**src/status_pkg.sv**
```systemverilog
// Shared constants and carrier types of the status reporting block.
package status_pkg;

  // ----------------------------------------------------------------
  // Status byte bit positions
  // ----------------------------------------------------------------
  localparam int unsigned SB_RQS_MSS = 6;  // Requesting service or master summary.
  localparam int unsigned SB_ESB     = 5;  // Event summary.
  localparam int unsigned SB_MAV     = 4;  // Message available.
  localparam int unsigned SB_EAV     = 3;  // Error available.
  localparam int unsigned SB_ISB     = 2;  // Instrument summary.

  // ----------------------------------------------------------------
  // Event status bit positions and layout
  // ----------------------------------------------------------------
  localparam int unsigned EV_PON = 7;  // Power on.
  localparam int unsigned EV_CME = 5;  // Command error.
  localparam int unsigned EV_EXE = 4;  // Execution error.
  localparam int unsigned EV_DDE = 3;  // Device-dependent error.
  localparam int unsigned EV_QYE = 2;  // Query error.
  localparam int unsigned EV_OPC = 0;  // Operation complete.

  localparam logic [15:0] EV_IMPL_MASK  = 16'h00bd;  // Bits that can ever be 1.
  localparam logic [7:0]  SB_SUM_MASK   = 8'h3c;     // Summary bits 5 to 2.

  // ----------------------------------------------------------------
  // Reset values
  // ----------------------------------------------------------------
  localparam logic [7:0]  RST_STB = 8'h00;
  localparam logic [7:0]  RST_SRE = 8'h00;
  localparam logic [15:0] RST_ESR = 16'h0000;
  localparam logic [15:0] RST_ESE = 16'h0000;

  // ----------------------------------------------------------------
  // Error queue sizing
  // ----------------------------------------------------------------
  localparam int unsigned ERRQ_KEEP  = 15;  // Ordinary entries kept.
  localparam int unsigned ERRQ_SLOTS = 16;  // Kept entries plus the overflow entry.
  localparam logic [4:0]  ERRQ_KEEP_C  = 5'h0f;
  localparam logic [4:0]  ERRQ_SLOTS_C = 5'h10;
  localparam logic [7:0]  ERR_EMPTY_CODE = 8'h00;  // Answer to a fetch from an empty queue.

  // ----------------------------------------------------------------
  // Carrier types
  // ----------------------------------------------------------------
  // One-cycle error and event pulses from the command engine.
  typedef struct packed {
    logic       cmd_err;   // Malformed or wrongly parameterised command.
    logic       exe_err;   // Command failed while executing.
    logic       dev_err;   // Device-specific command failed.
    logic       qry_err;   // Query error.
    logic [7:0] code;      // Error code queued with cmd, exe or dev errors.
  } err_evt_t;

  // Register writes and clearing messages from the command engine.
  typedef struct packed {
    logic       sre_wr;    // Write the service request enable mask.
    logic       ese_wr;    // Write the event enable mask.
    logic [15:0] wdata;    // Data for either write.
    logic       cls;       // Clear-status command.
    logic       rst;       // Reset command.
    logic       dcl;       // Device clear or selected device clear.
  } ctl_req_t;

endpackage

```
**src/error_queue.sv**
```systemverilog
// Bounded error code queue with an overflow entry.
`timescale 1ns/1ps
module error_queue (
  input  wire logic       i_sys_clk,     // System clock.
  input  wire logic       i_nrst,        // Asynchronous reset, active low.
  input  wire logic       i_clear,       // Empty the queue.
  input  wire logic       i_push,        // Store one error code.
  input  wire logic [7:0] i_code,        // Code to store.
  input  wire logic [7:0] i_ovf_code,    // Code stored as the overflow entry.
  input  wire logic       i_pop,         // Fetch the oldest code.
  output logic [7:0]      o_code,        // Fetched code, registered.
  output logic            o_not_empty    // At least one entry waits.
);
  import status_pkg::*;

  // ----------------------------------------------------------------
  // Storage and pointers
  // ----------------------------------------------------------------
  logic [7:0] mem_q [ERRQ_SLOTS];  // Entry storage.
  logic [3:0] wr_ptr_q;            // Next slot to write.
  logic [3:0] rd_ptr_q;            // Oldest slot.
  logic [4:0] cnt_q;               // Entries held.
  logic [4:0] cnt_d;               // Next entry count.
  logic [7:0] code_q;              // Last fetched code.

  wire        pop_ok   = i_pop && (cnt_q != 5'h00);         // Fetch hits an entry.
  wire        room     = cnt_q < ERRQ_KEEP_C;               // Ordinary entry fits.
  wire        ovf_slot = cnt_q == ERRQ_KEEP_C;              // Only the overflow slot left.
  wire        push_ok  = i_push && (room || ovf_slot);      // Beyond that, discard.
  wire [7:0]  wr_code  = room ? i_code : i_ovf_code;        // Overflow entry replaces code.

  // The count moves up by an accepted push and down by an accepted pop.
  assign cnt_d = cnt_q + {4'h0, push_ok} - {4'h0, pop_ok};

  // Writes go only into the storage array; no reset needed on data.
  always_ff @(posedge i_sys_clk) begin
    if (push_ok) begin
      mem_q[wr_ptr_q] <= wr_code;
    end
  end

  // Pointers, count and the fetch answer.
  always_ff @(posedge i_sys_clk or negedge i_nrst) begin
    if (!i_nrst) begin
      wr_ptr_q <= 4'h0;
      rd_ptr_q <= 4'h0;
      cnt_q    <= 5'h00;
      code_q   <= ERR_EMPTY_CODE;
    end else if (i_clear) begin
      wr_ptr_q <= 4'h0;
      rd_ptr_q <= 4'h0;
      cnt_q    <= 5'h00;
      code_q   <= ERR_EMPTY_CODE;
    end else begin
      if (push_ok) begin
        wr_ptr_q <= wr_ptr_q + 4'h1;
      end
      if (i_pop) begin
        code_q <= pop_ok ? mem_q[rd_ptr_q] : ERR_EMPTY_CODE;
      end
      if (pop_ok) begin
        rd_ptr_q <= rd_ptr_q + 4'h1;
      end
      cnt_q <= cnt_d;
    end
  end

  assign o_code      = code_q;
  assign o_not_empty = cnt_q != 5'h00;

endmodule

```
**src/status_reporting.sv**
```systemverilog
// Status byte, service request and event status logic of the remote interface.
`timescale 1ns/1ps
module status_reporting (
  input  wire logic                  i_sys_clk,        // System clock, 40 MHz.
  input  wire logic                  i_nrst,           // Asynchronous reset, active low.
  input  status_pkg::ctl_req_t       i_ctl,            // Writes and clearing messages.
  input  status_pkg::err_evt_t       i_err,            // Error event pulses.
  input  wire logic [7:0]            i_ovf_code,       // Overflow entry code.
  input  wire logic                  i_opc_cmd,        // Operation-complete command seen.
  input  wire logic                  i_ops_idle,       // All earlier commands finished.
  input  wire logic                  i_iface_ready,    // Interface can take a message.
  input  wire logic                  i_out_pending,    // Response data in output buffer.
  input  wire logic                  i_isb_connected,  // Instrument summary source present.
  input  wire logic                  i_isb,            // Instrument summary level.
  input  wire logic                  i_serial_mode,    // Remote link is the serial port.
  input  wire logic                  i_spoll,          // Serial poll performed.
  input  wire logic                  i_stb_rd,         // Status byte query.
  input  wire logic                  i_sre_rd,         // Request enable mask query.
  input  wire logic                  i_esr_rd,         // Event register query.
  input  wire logic                  i_ese_rd,         // Event enable mask query.
  input  wire logic                  i_fault_rd,       // Fetch one error code.
  output logic [7:0]                 o_poll_byte,      // Byte answered to a serial poll.
  output logic [15:0]                o_query_data,     // Answer to the last query.
  output logic [7:0]                 o_fault_code,     // Answer to the last error fetch.
  output logic                       o_srq_o,          // Request line level when driven.
  output logic                       o_srq_oe,         // Request line driven low.
  output logic                       o_send_req_str    // Send the serial request string.
);
  import status_pkg::*;

  // ----------------------------------------------------------------
  // State registers
  // ----------------------------------------------------------------
  logic [7:0]  request_enable_mask_q;   // Service request enable mask.
  logic [15:0] event_status_reg_q;      // Latched event bits.
  logic [15:0] event_status_reg_d;      // Next event bits.
  logic [15:0] event_enable_mask_q;     // Event enable mask.
  logic        requesting_service_q;    // Requesting service bit.
  logic        requesting_service_d;    // Next requesting service bit.
  logic [7:0]  summary_prev_q;          // Summary bits one cycle ago.
  logic        pon_pending_q;           // Power cycle not yet recorded.
  logic        opc_armed_q;             // Waiting to flag operation complete.
  logic [7:0]  poll_byte_q;             // Registered poll answer.
  logic [15:0] query_q;                 // Registered query answer.
  logic        send_str_q;              // Registered string send pulse.

  // ----------------------------------------------------------------
  // Summary decode
  // ----------------------------------------------------------------
  logic        error_available_bit;      // Error queue not empty.
  logic        event_summary_bit;        // Any enabled event bit set.
  logic        instrument_summary_bit;   // Gated instrument summary.
  logic        message_available_bit;    // Output data waiting.
  logic        master_summary_bit;       // Any enabled summary bit set.
  logic [7:0]  summary_bits;             // Summary bits in byte position.
  logic [7:0]  poll_status_byte;         // Byte with requesting-service in bit 6.
  logic [7:0]  query_status_byte;        // Byte with master summary in bit 6.
  logic        rqs_set;                  // Enabled summary bit rose.
  logic        rqs_clr;                  // Clearing cause for requesting service.
  logic        esr_clr;                  // Clearing cause for the event register.
  logic        opc_fire;                 // Operation complete now.
  logic [15:0] ev_set;                   // Event bits set this cycle.

  // Puts one summary flag on its byte position, others zero.
  function automatic logic [7:0] place_bit(input logic b, input int unsigned pos);
    logic [7:0] v;
    v = 8'h00;
    v[pos[2:0]] = b;
    return v;
  endfunction

  // Asks whether any bit of a field is set under its enable mask.
  function automatic logic any_enabled(input logic [15:0] bits, input logic [15:0] mask);
    return |(bits & mask);
  endfunction

  assign event_summary_bit      = any_enabled(event_status_reg_q, event_enable_mask_q);
  assign message_available_bit  = i_out_pending;
  assign instrument_summary_bit = i_isb_connected & i_isb;

  // Summary bits 5..2; bits 7, 1 and 0 never carry anything.
  assign summary_bits = place_bit(event_summary_bit, SB_ESB)
                      | place_bit(message_available_bit, SB_MAV)
                      | place_bit(error_available_bit, SB_EAV)
                      | place_bit(instrument_summary_bit, SB_ISB);

  assign master_summary_bit = any_enabled({8'h00, summary_bits},
                                          {8'h00, request_enable_mask_q & SB_SUM_MASK});

  assign poll_status_byte  = summary_bits | place_bit(requesting_service_q, SB_RQS_MSS);
  assign query_status_byte = summary_bits | place_bit(master_summary_bit, SB_RQS_MSS);

  // ----------------------------------------------------------------
  // Requesting service control
  // ----------------------------------------------------------------
  // A set needs a 0-to-1 step of an enabled summary bit; it wins over a poll clear.
  assign rqs_set = |(summary_bits & ~summary_prev_q & request_enable_mask_q & SB_SUM_MASK);
  assign rqs_clr = i_spoll | i_ctl.cls | ~master_summary_bit;
  assign requesting_service_d = rqs_set ? 1'b1 :
                                rqs_clr ? 1'b0 : requesting_service_q;

  // ----------------------------------------------------------------
  // Event register next value
  // ----------------------------------------------------------------
  // The engine must see the pending work done and the interface free.
  assign opc_fire = opc_armed_q & i_ops_idle & i_iface_ready;

  assign ev_set = ({8'h00, place_bit(pon_pending_q, EV_PON)}
                 | {8'h00, place_bit(i_err.cmd_err, EV_CME)}
                 | {8'h00, place_bit(i_err.exe_err, EV_EXE)}
                 | {8'h00, place_bit(i_err.dev_err, EV_DDE)}
                 | {8'h00, place_bit(i_err.qry_err, EV_QYE)}
                 | {8'h00, place_bit(opc_fire, EV_OPC)}) & EV_IMPL_MASK;

  // Latched bits drop only on a read or a clearing message.
  assign esr_clr = i_esr_rd | i_ctl.dcl | i_ctl.rst | i_ctl.cls;

  // New events are ORed after the clear so that none is lost.
  assign event_status_reg_d = ((esr_clr ? RST_ESR : event_status_reg_q) | ev_set)
                            & EV_IMPL_MASK;

  // ----------------------------------------------------------------
  // Error queue
  // ----------------------------------------------------------------
  // Codes from command, execution and device errors; clear-status empties it.
  error_queue u_error_queue (
    .i_sys_clk   (i_sys_clk),
    .i_nrst      (i_nrst),
    .i_clear     (i_ctl.cls),
    .i_push      (i_err.cmd_err | i_err.exe_err | i_err.dev_err),
    .i_code      (i_err.code),
    .i_ovf_code  (i_ovf_code),
    .i_pop       (i_fault_rd),
    .o_code      (o_fault_code),
    .o_not_empty (error_available_bit)
  );

  // ----------------------------------------------------------------
  // Mask registers
  // ----------------------------------------------------------------
  // Masks clear at reset only; reads leave them untouched.
  always_ff @(posedge i_sys_clk or negedge i_nrst) begin
    if (!i_nrst) begin
      request_enable_mask_q <= RST_SRE;
      event_enable_mask_q   <= RST_ESE;
    end else begin
      if (i_ctl.sre_wr) begin
        request_enable_mask_q <= i_ctl.wdata[7:0];
      end
      if (i_ctl.ese_wr) begin
        event_enable_mask_q <= i_ctl.wdata & EV_IMPL_MASK;
      end
    end
  end

  // ----------------------------------------------------------------
  // Event register, power-on marker and operation-complete arming
  // ----------------------------------------------------------------
  // The power-on marker is a constant at reset and lands on the first edge after.
  always_ff @(posedge i_sys_clk or negedge i_nrst) begin
    if (!i_nrst) begin
      event_status_reg_q <= RST_ESR;
      pon_pending_q      <= 1'b1;
      opc_armed_q        <= 1'b0;
    end else begin
      event_status_reg_q <= event_status_reg_d;
      pon_pending_q      <= 1'b0;
      if (i_ctl.cls | i_ctl.rst) begin
        opc_armed_q <= 1'b0;  // Clear-status cancels pending completion.
      end else if (i_opc_cmd) begin
        opc_armed_q <= 1'b1;
      end else if (opc_fire) begin
        opc_armed_q <= 1'b0;
      end
    end
  end

  // ----------------------------------------------------------------
  // Requesting service, edge history and string pulse
  // ----------------------------------------------------------------
  always_ff @(posedge i_sys_clk or negedge i_nrst) begin
    if (!i_nrst) begin
      requesting_service_q <= 1'b0;
      summary_prev_q       <= 8'h00;
      send_str_q           <= 1'b0;
    end else begin
      requesting_service_q <= requesting_service_d;
      summary_prev_q       <= summary_bits;
      // One pulse per rise of the request condition on the serial link.
      send_str_q <= i_serial_mode & requesting_service_d & ~requesting_service_q;
    end
  end

  // ----------------------------------------------------------------
  // Answers
  // ----------------------------------------------------------------
  // The poll byte tracks the live value; queries capture on their strobe.
  always_ff @(posedge i_sys_clk or negedge i_nrst) begin
    if (!i_nrst) begin
      poll_byte_q <= RST_STB;
      query_q     <= 16'h0000;
    end else begin
      poll_byte_q <= poll_status_byte;
      if (i_stb_rd) begin
        query_q <= {8'h00, query_status_byte};
      end else if (i_sre_rd) begin
        query_q <= {8'h00, request_enable_mask_q};
      end else if (i_esr_rd) begin
        query_q <= event_status_reg_q;
      end else if (i_ese_rd) begin
        query_q <= event_enable_mask_q;
      end
    end
  end

  // Open-drain request line: pulled low while requesting on the bus link.
  assign o_srq_o        = 1'b0;
  assign o_srq_oe       = requesting_service_q & ~i_serial_mode;
  assign o_poll_byte    = poll_byte_q;
  assign o_query_data   = query_q;
  assign o_send_req_str = send_str_q;

endmodule

```
**config.mk**
```make
export PLATFORM = sky130hd
export DESIGN_NAME = status_reporting
export DESIGN_NICKNAME = d
export VERILOG_FILES = /design/src/status_pkg.sv /design/src/error_queue.sv /design/src/status_reporting.sv
export SDC_FILE = /design/constraint.sdc
export NUM_CORES = 1
export LEC_CHECK = 0
export BUFFER_PORTS_ARGS = -buffer_cell sky130_fd_sc_hd__buf_4
export CORE_ASPECT_RATIO = 1.2
export CORE_UTILIZATION = 38
export CTS_BUF_LIST = sky130_fd_sc_hd__clkbuf_16
export CTS_CLUSTER_DIAMETER = 30
export DETAILED_ROUTE_END_ITERATION = 10
export PLACE_DENSITY = 0.58
export RECOVER_POWER = 25
export SLEW_MARGIN = 0
export SYNTH_ARGS = -nofsm -noshare
export SYNTH_HDL_FRONTEND = slang
export SYNTH_HIERARCHICAL = 1
export SYNTH_SLANG_ARGS = --single-unit
```
**constraint.sdc**
```tcl
create_clock -name i_sys_clk -period 7.7 [get_ports i_sys_clk]
set_input_delay 0.77 -clock i_sys_clk [delete_from_list [all_inputs] [get_ports i_sys_clk]]
set_output_delay 0.77 -clock i_sys_clk [all_outputs]
set_load 0.02 [all_outputs]
```
* Yosys cells after proc, flatten, opt, wreduce, memory -nomap -nowiden *
Memory sizes are Yosys's and may differ from the RTL's.
Index checks and enable logic that the tools add are counted.

storage, ports and cells
  register bits after elaboration = 74
  RAM bits = 128
  output and inout port bits = 35
  word-level logic and storage cells = 87
  memories kept = 1

operators by class
  $add $sub $neg = 4
  magnitude comparators = 1
  equal/unequal tests = 1
  muxes and demuxes = 21
  bitwise gates (word level) = 33
  reduce and logical (&&, ||, !) cells = 12

memory list
  name                 words  width  rd ports  clocked after Yosys merged registers in  wr ports  line               source
  u_error_queue.mem_q  16     8      1         0                                        1         error_queue.sv:19  logic [7:0] mem_q [ERRQ_SLOTS];

operator list
  kind                 count
  $mux 16              4
  $mux 8               5
  $reduce_or 16->1     2
  $and 6x6->6          3
  $mux 4               4
  $or 6x7->7           2
  $add 4x1->4 const B  2
  $and 8x8->8          1
  $or 1x1->1           8
  $or 8x1->8           1
  $or 8x3->8           1
  $or 8x4->8           1
  $or 8x5->8           1
  $or 8x6->8           1
  $or 8x8->8           1
  $mux 1               7
  $and 1x1->1          6
  $not 6->6            1
  $or 6x3->6           1
  $or 6x4->6           1
  $or 6x5->6           1
  $reduce_bool 2->1    3
  $add 5x1->5          1
  $eq 5x4->1 const B   1
  other kinds (10)     13

* Logic depth before layout (Yosys ltp) *
Gate-level depths: netlist of the first run.

  depth in word-level cells = 13
  depth in mapped cells = 15

* Modules after synthesis *
The synthesis of the first run kept the hierarchy.

modules (own cells, without submodules)
  module            instances  cells each  area an instance (µm²)
  error_queue       1          334         6264.8
  status_reporting  1          137         1679.1

* Worst setup path after synthesis of the first run *
No wires, ideal clock.

  kind = input -> register
  start = input port i_err[11] (netlist name)
  end = register u_error_queue.cnt_q[4]
  data arrival time = 2.816 ns
  data required time = 7.578 ns
  slack = 4.762 ns
  cell stages on the path = 13
  buffers on the path = 0
  path through = or3_1 nand2b_1 a21oi_1 inv_1 ha_1 inv_1 ha_1 inv_1 fa_1 nand2b_1 a21oi_1 o21a_1 nor3_1

on the way
  cells in the longest elaborated chain, start to end = 6

ends and longest elaborated chain
  element                  line                     source
  start, declared          status_reporting.sv:7    input status_pkg::err_evt_t i_err,
  $or 1x1->1 (2 in a row)  status_reporting.sv:130  .i_push (i_err.cmd_err | i_err.exe_err | i_err.dev_err),
  $logic_and 1x1->1        error_queue.sv:29        wire push_ok = i_push && (room || ovf_slot);
  $add 5x1->5              error_queue.sv:33        assign cnt_d = cnt_q + {4'h0, push_ok} - {4'h0, pop_ok};
  $sub 5x1->5              error_queue.sv:33
  $mux 5                   error_queue.sv:49        end else if (i_clear) begin
  end signal, assigned     error_queue.sv:64        cnt_q <= cnt_d;
  end, declared            error_queue.sv:22        logic [4:0] cnt_q;

Every way passes these cells.
A chain may end at the register's enable or synchronous reset.

==> run_results.csv, run 1 <==
group,metric,value,unit
pwr,peakVddDrop,171.7,uV
setup_path,cp_max_fo,58,
sta,post-route-period-util,44.22,%
sta,max_freq,0.2937,GHz
pwr,clock_power_share,30.5,%
floorplanning,die_area,21490,um2
setup_path,cp_num_buf_inv,1,
run,drv_cap,2,
clock_tree,post-cts-setup-buffers,0,
clock_tree,cts.sink_count,186,
layout,nNetsFinal,617,
sta,finClkSkew,0.01034,ns
global_route,busiest_layer,"met2",
sta,setup_viol,0,
logic_synthesis,syn-cell-area,7944,um2
logic_synthesis,syn_area_per_cell,16.87,um2
logic_synthesis,synth_warnings,6,
pwr,p_int,0.002017,W
layout,drive_gt1_share,27.19,%
drt,drt_iter0_drc,232,
global_route,grtUsageMet1,18.26,%
global_route,track_usage,15.98,%
setup_path,cp.required,7.30,ns
clock_tree,insertion_delay,0.44,ns
floorplanning,rows,57,
min_path,hold_class,"reg -> reg",
floorplanning,initial_core_util,38.95,%
drt,drt_pass1_iterations,4,
layout,final_common_cell,"edfxtp_1",
pwr,pwr_density_cell,314.0,nW/um2
setup_path,cp_slowest_cell,"clkbuf_1",
run_status,failed_checks,"capacitance limit, slew limit",
logic_synthesis,netlist_instances,471,
pwr,p_comb_share,22.7,%
pwr,power_frac_seq,46.8,%
placed_design,dpl-instance-area,8662,um2
pwr,power.leakage,3.454,nW
global_route,antenna_found_initial,0,
drt,avgRoutedWirePerCell,19.46,um
setup_path,crit_type,"in -> async",
clock_tree,cts-root-buf,"clkbuf_16",
sta,rsz0062_at_grt,"no",
clock_tree,cts_hold_buffers,0,
global_route,grt_pass1_vias,4519,
drt,drc,0,
layout,stdcell_area,9211,um2
clock_tree,cts_tree,"done",
setup_path,worstPathArrival,3.00,ns
logic_synthesis,synthDistinctLibCells,47,
pwr,swShare,30.28,%
logic_synthesis,ys_ff_latch,186,
global_route,grt_pass1_wl,24940,um
clock_tree,ctsResizeCount,0,
layout,num_antenna_cells,0,
setup_path,start_kind,"input port",
drt,vias,4273,
floorplanning,core-area,20400,um2
global_route,met3_usage,3.788,%
setup_path,critPathCaptureType,"asynchronous set/reset pin",
sta,tightest_slew,3.165,ns
placed_design,io_buffers,70,
floorplanning,die_height,160.4,um
clock_tree,htreeDepth,4,
drt,via_per_inst,5.186,
layout,layout_common_cells,"edfxtp_1, buf_4, dfrtp_1",
pwr,switching_power,0.0008757,W
sta,tns,0,ns
drt,postRouteAntennaNets,0,
layout,area_growth,15.96,%
sta,timing.slew.headroom,-111.0,%
sta,fin_crit,3.405,ns
placed_design,post-dp-hpwl,10620,um
global_route,grt_max_degree,59,
drt,wirelength,16040,um
setup_path,path_cells,"clkbuf_1",
global_route,use_met2,28.40,%
floorplanning,ios,91,
sta,drv_slew,71,
clock_tree,clk_pin_slew,0.07,ns
run_status,status,"complete, but fails checks",
setup_path,crit_family,"buffers and inverters",
global_route,grt.overflow.total,0,
clock_tree,clockBufferDepth,2,
sta,finalHoldViolCount,0,
clock_tree,cts_made_buffers,17,
placed_design,gp_congestion,0.8092,
logic_synthesis,ys_seq_area_share,66.67,%
setup_path,slowest_delay,2.19,ns
floorplanning,die_w,134.0,um
==> Yosys cell counts, drive strengths merged <==
cell type / count / share of area (%)
dfstp: 1 / 0.33
o21a: 1 / 0.095
xnor2: 4 / 0.44
a22oi: 4 / 0.38
a221o: 8 / 1.0
and2: 1 / 0.079
xor2: 4 / 0.44
a32oi: 1 / 0.11
nand2: 20 / 0.95
a21oi: 8 / 0.50
nor3b: 2 / 0.25
buf: 23 / 2.5
dfrtp: 57 / 18
or2: 1 / 0.079
nor4: 6 / 0.85
mux2: 32 / 4.5
clkbuf: 9 / 0.55
mux2i: 16 / 2.0
conb: 1 / 0.047
and3: 6 / 0.47
o211ai: 1 / 0.095
o21ai: 9 / 0.57
a311oi: 1 / 0.11
ha: 14 / 2.2
nor3: 7 / 0.44
o22a: 1 / 0.11
or4b: 1 / 0.13
or3: 1 / 0.079
a22o: 2 / 0.22
nand2b: 2 / 0.16
fa: 1 / 0.25
edfxtp: 128 / 48
nand3: 9 / 0.57
a211oi: 2 / 0.19
nor2b: 3 / 0.24
mux4: 32 / 9.8
a32o: 2 / 0.25
nor2: 26 / 1.2
inv: 18 / 0.85
a21o: 6 / 0.57
==> cell families after synthesis <==
group                    after synthesis  share of synthesized area, %
multiplexers                          80                         16.33
AND/OR/NAND/NOR                       85                         5.513
adder cells (fa/ha/maj)               15                         2.457
flip-flops                           186                         66.67
AO/OA/AOI/OAI                         46                         4.206
other                                  1                       0.04721
buffers and inverters                 50                         3.890
XOR/XNOR                               8                        0.8819
==> final timing paths <==
path,depth (start not counted),to,from,slack [ns]
worst min register to register,0,o_poll_byte[6],requesting_service_q,0.42
min in group asynchronous,1,u_error_queue/cnt_q[2],i_nrst,1.38
max in group i_sys_clk,14,u_error_queue/cnt_q[4],u_error_queue/cnt_q[2],4.39
worst max register to register,14,u_error_queue/cnt_q[4],u_error_queue/cnt_q[2],4.39
worst max-delay path,1,u_error_queue/rd_ptr_q[0],i_nrst,4.30
worst min-delay path,0,o_poll_byte[6],requesting_service_q,0.42
==> stage by stage <==
step | util (%) | total power [W] | cells | setup WS, ns | hold WS [ns]
after global placement | 42.47 | 0.002017 | 792 | 4.382 | 0.3987
after floorplan | - | 0.001822 | 483 | 4.762 | 0.3801
after CTS | 45.51 | 0.002937 | 824 | 4.392 | 0.4302
final | 45.16 | 0.002892 | 824 | 4.295 | 0.4231
after global routing | 45.16 | 0.003032 | 824 | 3.501 | 0.4468
after detailed placement | 42.47 | 0.002052 | 792 | 4.253 | 0.4156
==> state kept, by name, indices dropped and copies added, names as in the netlist <==
register	flops
request_enable_mask_q	8
event_status_reg_q	6
opc_armed_q	1
u_error_queue/o_code	8
u_error_queue/rd_ptr_q	4
event_enable_mask_q	6
u_error_queue/wr_ptr_q	4
o_poll_byte	5
u_error_queue/mem_q	128
u_error_queue/cnt_q	5
o_send_req_str	1
o_query_data	8
pon_pending_q	1
requesting_service_q	1
==> power by group through the flow <==
stage	clock [W]	combinational (W)	sequential, W
finish	0.000882	0.000657	0.00135
global route	0.000942	0.000718	0.00137
CTS	0.000904	0.000675	0.00136
detailed placement	0	0.000672	0.00138
global placement	0	0.000646	0.00137
floorplan	0	0.000494	0.00133
==> per-layer routing <==
layer / vias to the layer above / share of wire [%]
met5: - / 0
met4: 0 / 2.9
met3: 28 / 4.4
met2: 125 / 53
met1: 2175 / 40
li1: 1945 / -
==> area by class of cell <==
class / instances / area, um2
fill: 1872 / 11190
sequential: 186 / 5299
multi-input combinational: 247 / 2364
timing repair buffer: 76 / 529.3
clock buffer: 17 / 425.4
tap: 265 / 331.6
clock inverter: 15 / 195.2
inverter: 18 / 67.56
Note: power is estimated with default switching activity, not from simulation.
==> run 2, diff against run 1 <==
--- a/config.mk
+++ b/config.mk
@@ -11,7 +11,7 @@
 export CTS_BUF_LIST = sky130_fd_sc_hd__clkbuf_16
 export CTS_CLUSTER_DIAMETER = 30
 export DETAILED_ROUTE_END_ITERATION = 10
-export PLACE_DENSITY = 0.58
+export PLACE_DENSITY = 0.6
 export RECOVER_POWER = 25
 export SLEW_MARGIN = 0
 export SYNTH_ARGS = -nofsm -noshare
==> constraint.sdc (replaced) <==
create_clock -name i_sys_clk -period 2.81 [get_ports i_sys_clk]
set_input_delay 0.281 -clock i_sys_clk [delete_from_list [all_inputs] [get_ports i_sys_clk]]
set_output_delay 0.281 -clock i_sys_clk [all_outputs]
set_load 0.02 [all_outputs]
==> run_results.csv, run 2 (synthesis gave the netlist of run 1 again) <==
group,metric,value,unit
layout,top_register,"u_error_queue/mem_q",
global_route,antenna_found_initial,0,
sta,finalHoldViolCount,0,
setup_path,worstPathArrival,3.03,ns
placed_design,gp_congestion,0.8048,
run,drv_cap,0,
layout,drive_gt1_share,31.52,%
layout,area_growth,18.84,%
clock_tree,cts.sink_count,186,
drt,avgRoutedWirePerCell,19.55,um
drt,drc,0,
floorplanning,ios,91,
setup_path,crit_type,"reg -> reg",
floorplanning,rows,57,
setup_path,regToRegStartpoint,"u_error_queue/cnt_q[2]",
layout,nNetsFinal,645,
setup_path,cp_num_buf_inv,4,
clock_tree,clockBufferDepth,2,
sta,max_freq,0.3665,GHz
setup_path,cp_max_fo,2,
floorplanning,die_w,134.0,um
pwr,power_frac_seq,43.9,%
global_route,track_usage,16.50,%
pwr,power.total,0.008133,W
setup_path,critPathCaptureType,"register",
drt,wirelength,16660,um
setup_path,crit_family,"adder cells",
layout,layout_common_cells,"edfxtp_1, buf_4, dfrtp_1",
min_path,hold_class,"in -> reg",
layout,final_util,46.28,%
pwr,pwr_density_cell,861.5,nW/um2
clock_tree,cts_tree,"done",
sta,timing.slew.headroom,2.825,%
layout,largest_register_ff_count,128,
setup_path,cp.required,3.11,ns
sta,post-route-period-util,97.10,%
pwr,clock_power_share,28.7,%
global_route,grt.overflow.total,0,
clock_tree,htreeDepth,4,
placed_design,io_buffers,70,
pwr,p_int,0.005669,W
pwr,swShare,30.30,%
layout,stdcell_area,9440,um2
setup_path,cp_slowest_cell,"or4b_4",
sta,tightest_slew,1.458,ns
placed_design,dpl-instance-area,8838,um2
setup_path,r2r-end,"u_error_queue/cnt_q[4]",
global_route,grt_pass1_vias,4754,
sta,setup_viol,0,
sta,tns,0,ns
pwr,power.leakage,3.574,nW
floorplanning,core-area,20400,um2
pwr,switching_power,0.002465,W
sta,fin_crit,2.728,ns
sta,drv_slew,0,
drt,drt_iter0_drc,225,
layout,num_antenna_cells,0,
clock_tree,clk_pin_slew,0.07,ns
floorplanning,die_height,160.4,um
layout,final_common_cell,"edfxtp_1",
drt,vias,4368,
run_status,status,"completed",
drt,via_per_inst,5.127,
drt,drt_pass1_iterations,4,
min_path,hold_start,"i_ctl[1]",
drt,postRouteAntennaNets,0,
clock_tree,cts-root-buf,"clkbuf_16",
min_path,timing.hold.worst_endpoint,"opc_armed_q",
clock_tree,insertion_delay,0.42,ns
placed_design,post-dp-hpwl,11440,um
pwr,p_comb_share,27.4,%
sta,finClkSkew,0.009735,ns
setup_path,slowest_delay,0.47,ns
min_path,whs_path_depth,2,
global_route,grt_max_degree,59,
clock_tree,cts_made_buffers,17,
global_route,grt_pass1_wl,26160,um
pwr,peakVddDrop,524.3,uV
setup_path,reg2reg_slack,0.08,ns
setup_path,path_cells,"inv_2, ha_1, or4b_4, nand2_2, inv_1, ha_1, inv_2, ha_4, inv_1, fa_2, nand2b_4, a21oi_4, o21a_1, nor3_1",
floorplanning,die_area,21490,um2
setup_path,reg2reg_depth,14,
setup_path,start_kind,"register",
floorplanning,initial_core_util,38.95,%
==> run 2: timing repair <==
item / in CTS / in global routing
hold endpoints to repair: 58 / 0
hold buffers: 2 / 0
gates resized for setup: 3 / 12
endpoints found under the setup margin: 1 / 1
setup buffers: 0 / 3
pin swaps: 0 / 6
==> run 2: routing by layer <==
layer	part of all wire (%)	global-route usage [%]
met1	41	20.10
met2	52	28.47
met3	5.2	3.378
met4	2.3	6.612
met5	0	0
==> run 2: final cells by class <==
| class | instances | area [um2] |
|---|---|---|
| clock buffer | 17 | 425.4 |
| clock inverter | 15 | 161.4 |
| fill | 1811 | 10960 |
| inverter | 18 | 67.56 |
| multi-input combinational | 247 | 2410 |
| sequential | 186 | 5298 |
| tap | 265 | 331.6 |
| timing repair buffer | 104 | 747.0 |
==> run 2: worst max-delay path by stage <==
stage,start,to,slack [ns],depth (start not counted)
3_3_place_gp,u_error_queue/cnt_q[2],u_error_queue/cnt_q[4],0.06,14
5_1_grt,u_error_queue/cnt_q[2],u_error_queue/cnt_q[4],-0.07,14
3_5_place_dp,u_error_queue/cnt_q[2],u_error_queue/cnt_q[4],-0.02,14
2_1_floorplan,u_error_queue/cnt_q[2],u_error_queue/cnt_q[4],0.003,15
6_report,u_error_queue/cnt_q[2],u_error_queue/cnt_q[4],0.08,14
4_1_cts,u_error_queue/cnt_q[2],u_error_queue/cnt_q[4],0.02,14
==> run 2: per-stage QoR <==
step | hold WS [ns] | setup WS, ns | cells
after global routing | 0.01044 | -0.07442 | 852
after CTS | 0.02479 | 0.01624 | 849
after floorplan | -0.01459 | 0.002826 | 483
final | 0.02116 | 0.08153 | 852
after global placement | 0.3856 | 0.05719 | 815
after detailed placement | 0.3942 | -0.02109 | 815
==> run 2: power by group through the flow <==
| stage | Clock [W] | Combinational, W | Sequential, W |
|---|---|---|---|
| after floorplan | 0 | 0.00136 | 0.00364 |
| after global placement | 0 | 0.00209 | 0.00361 |
| after detailed placement | 0 | 0.00213 | 0.00362 |
| after CTS | 0.00239 | 0.00217 | 0.00357 |
| after global routing | 0.00250 | 0.00242 | 0.00360 |
| final | 0.00234 | 0.00223 | 0.00357 |
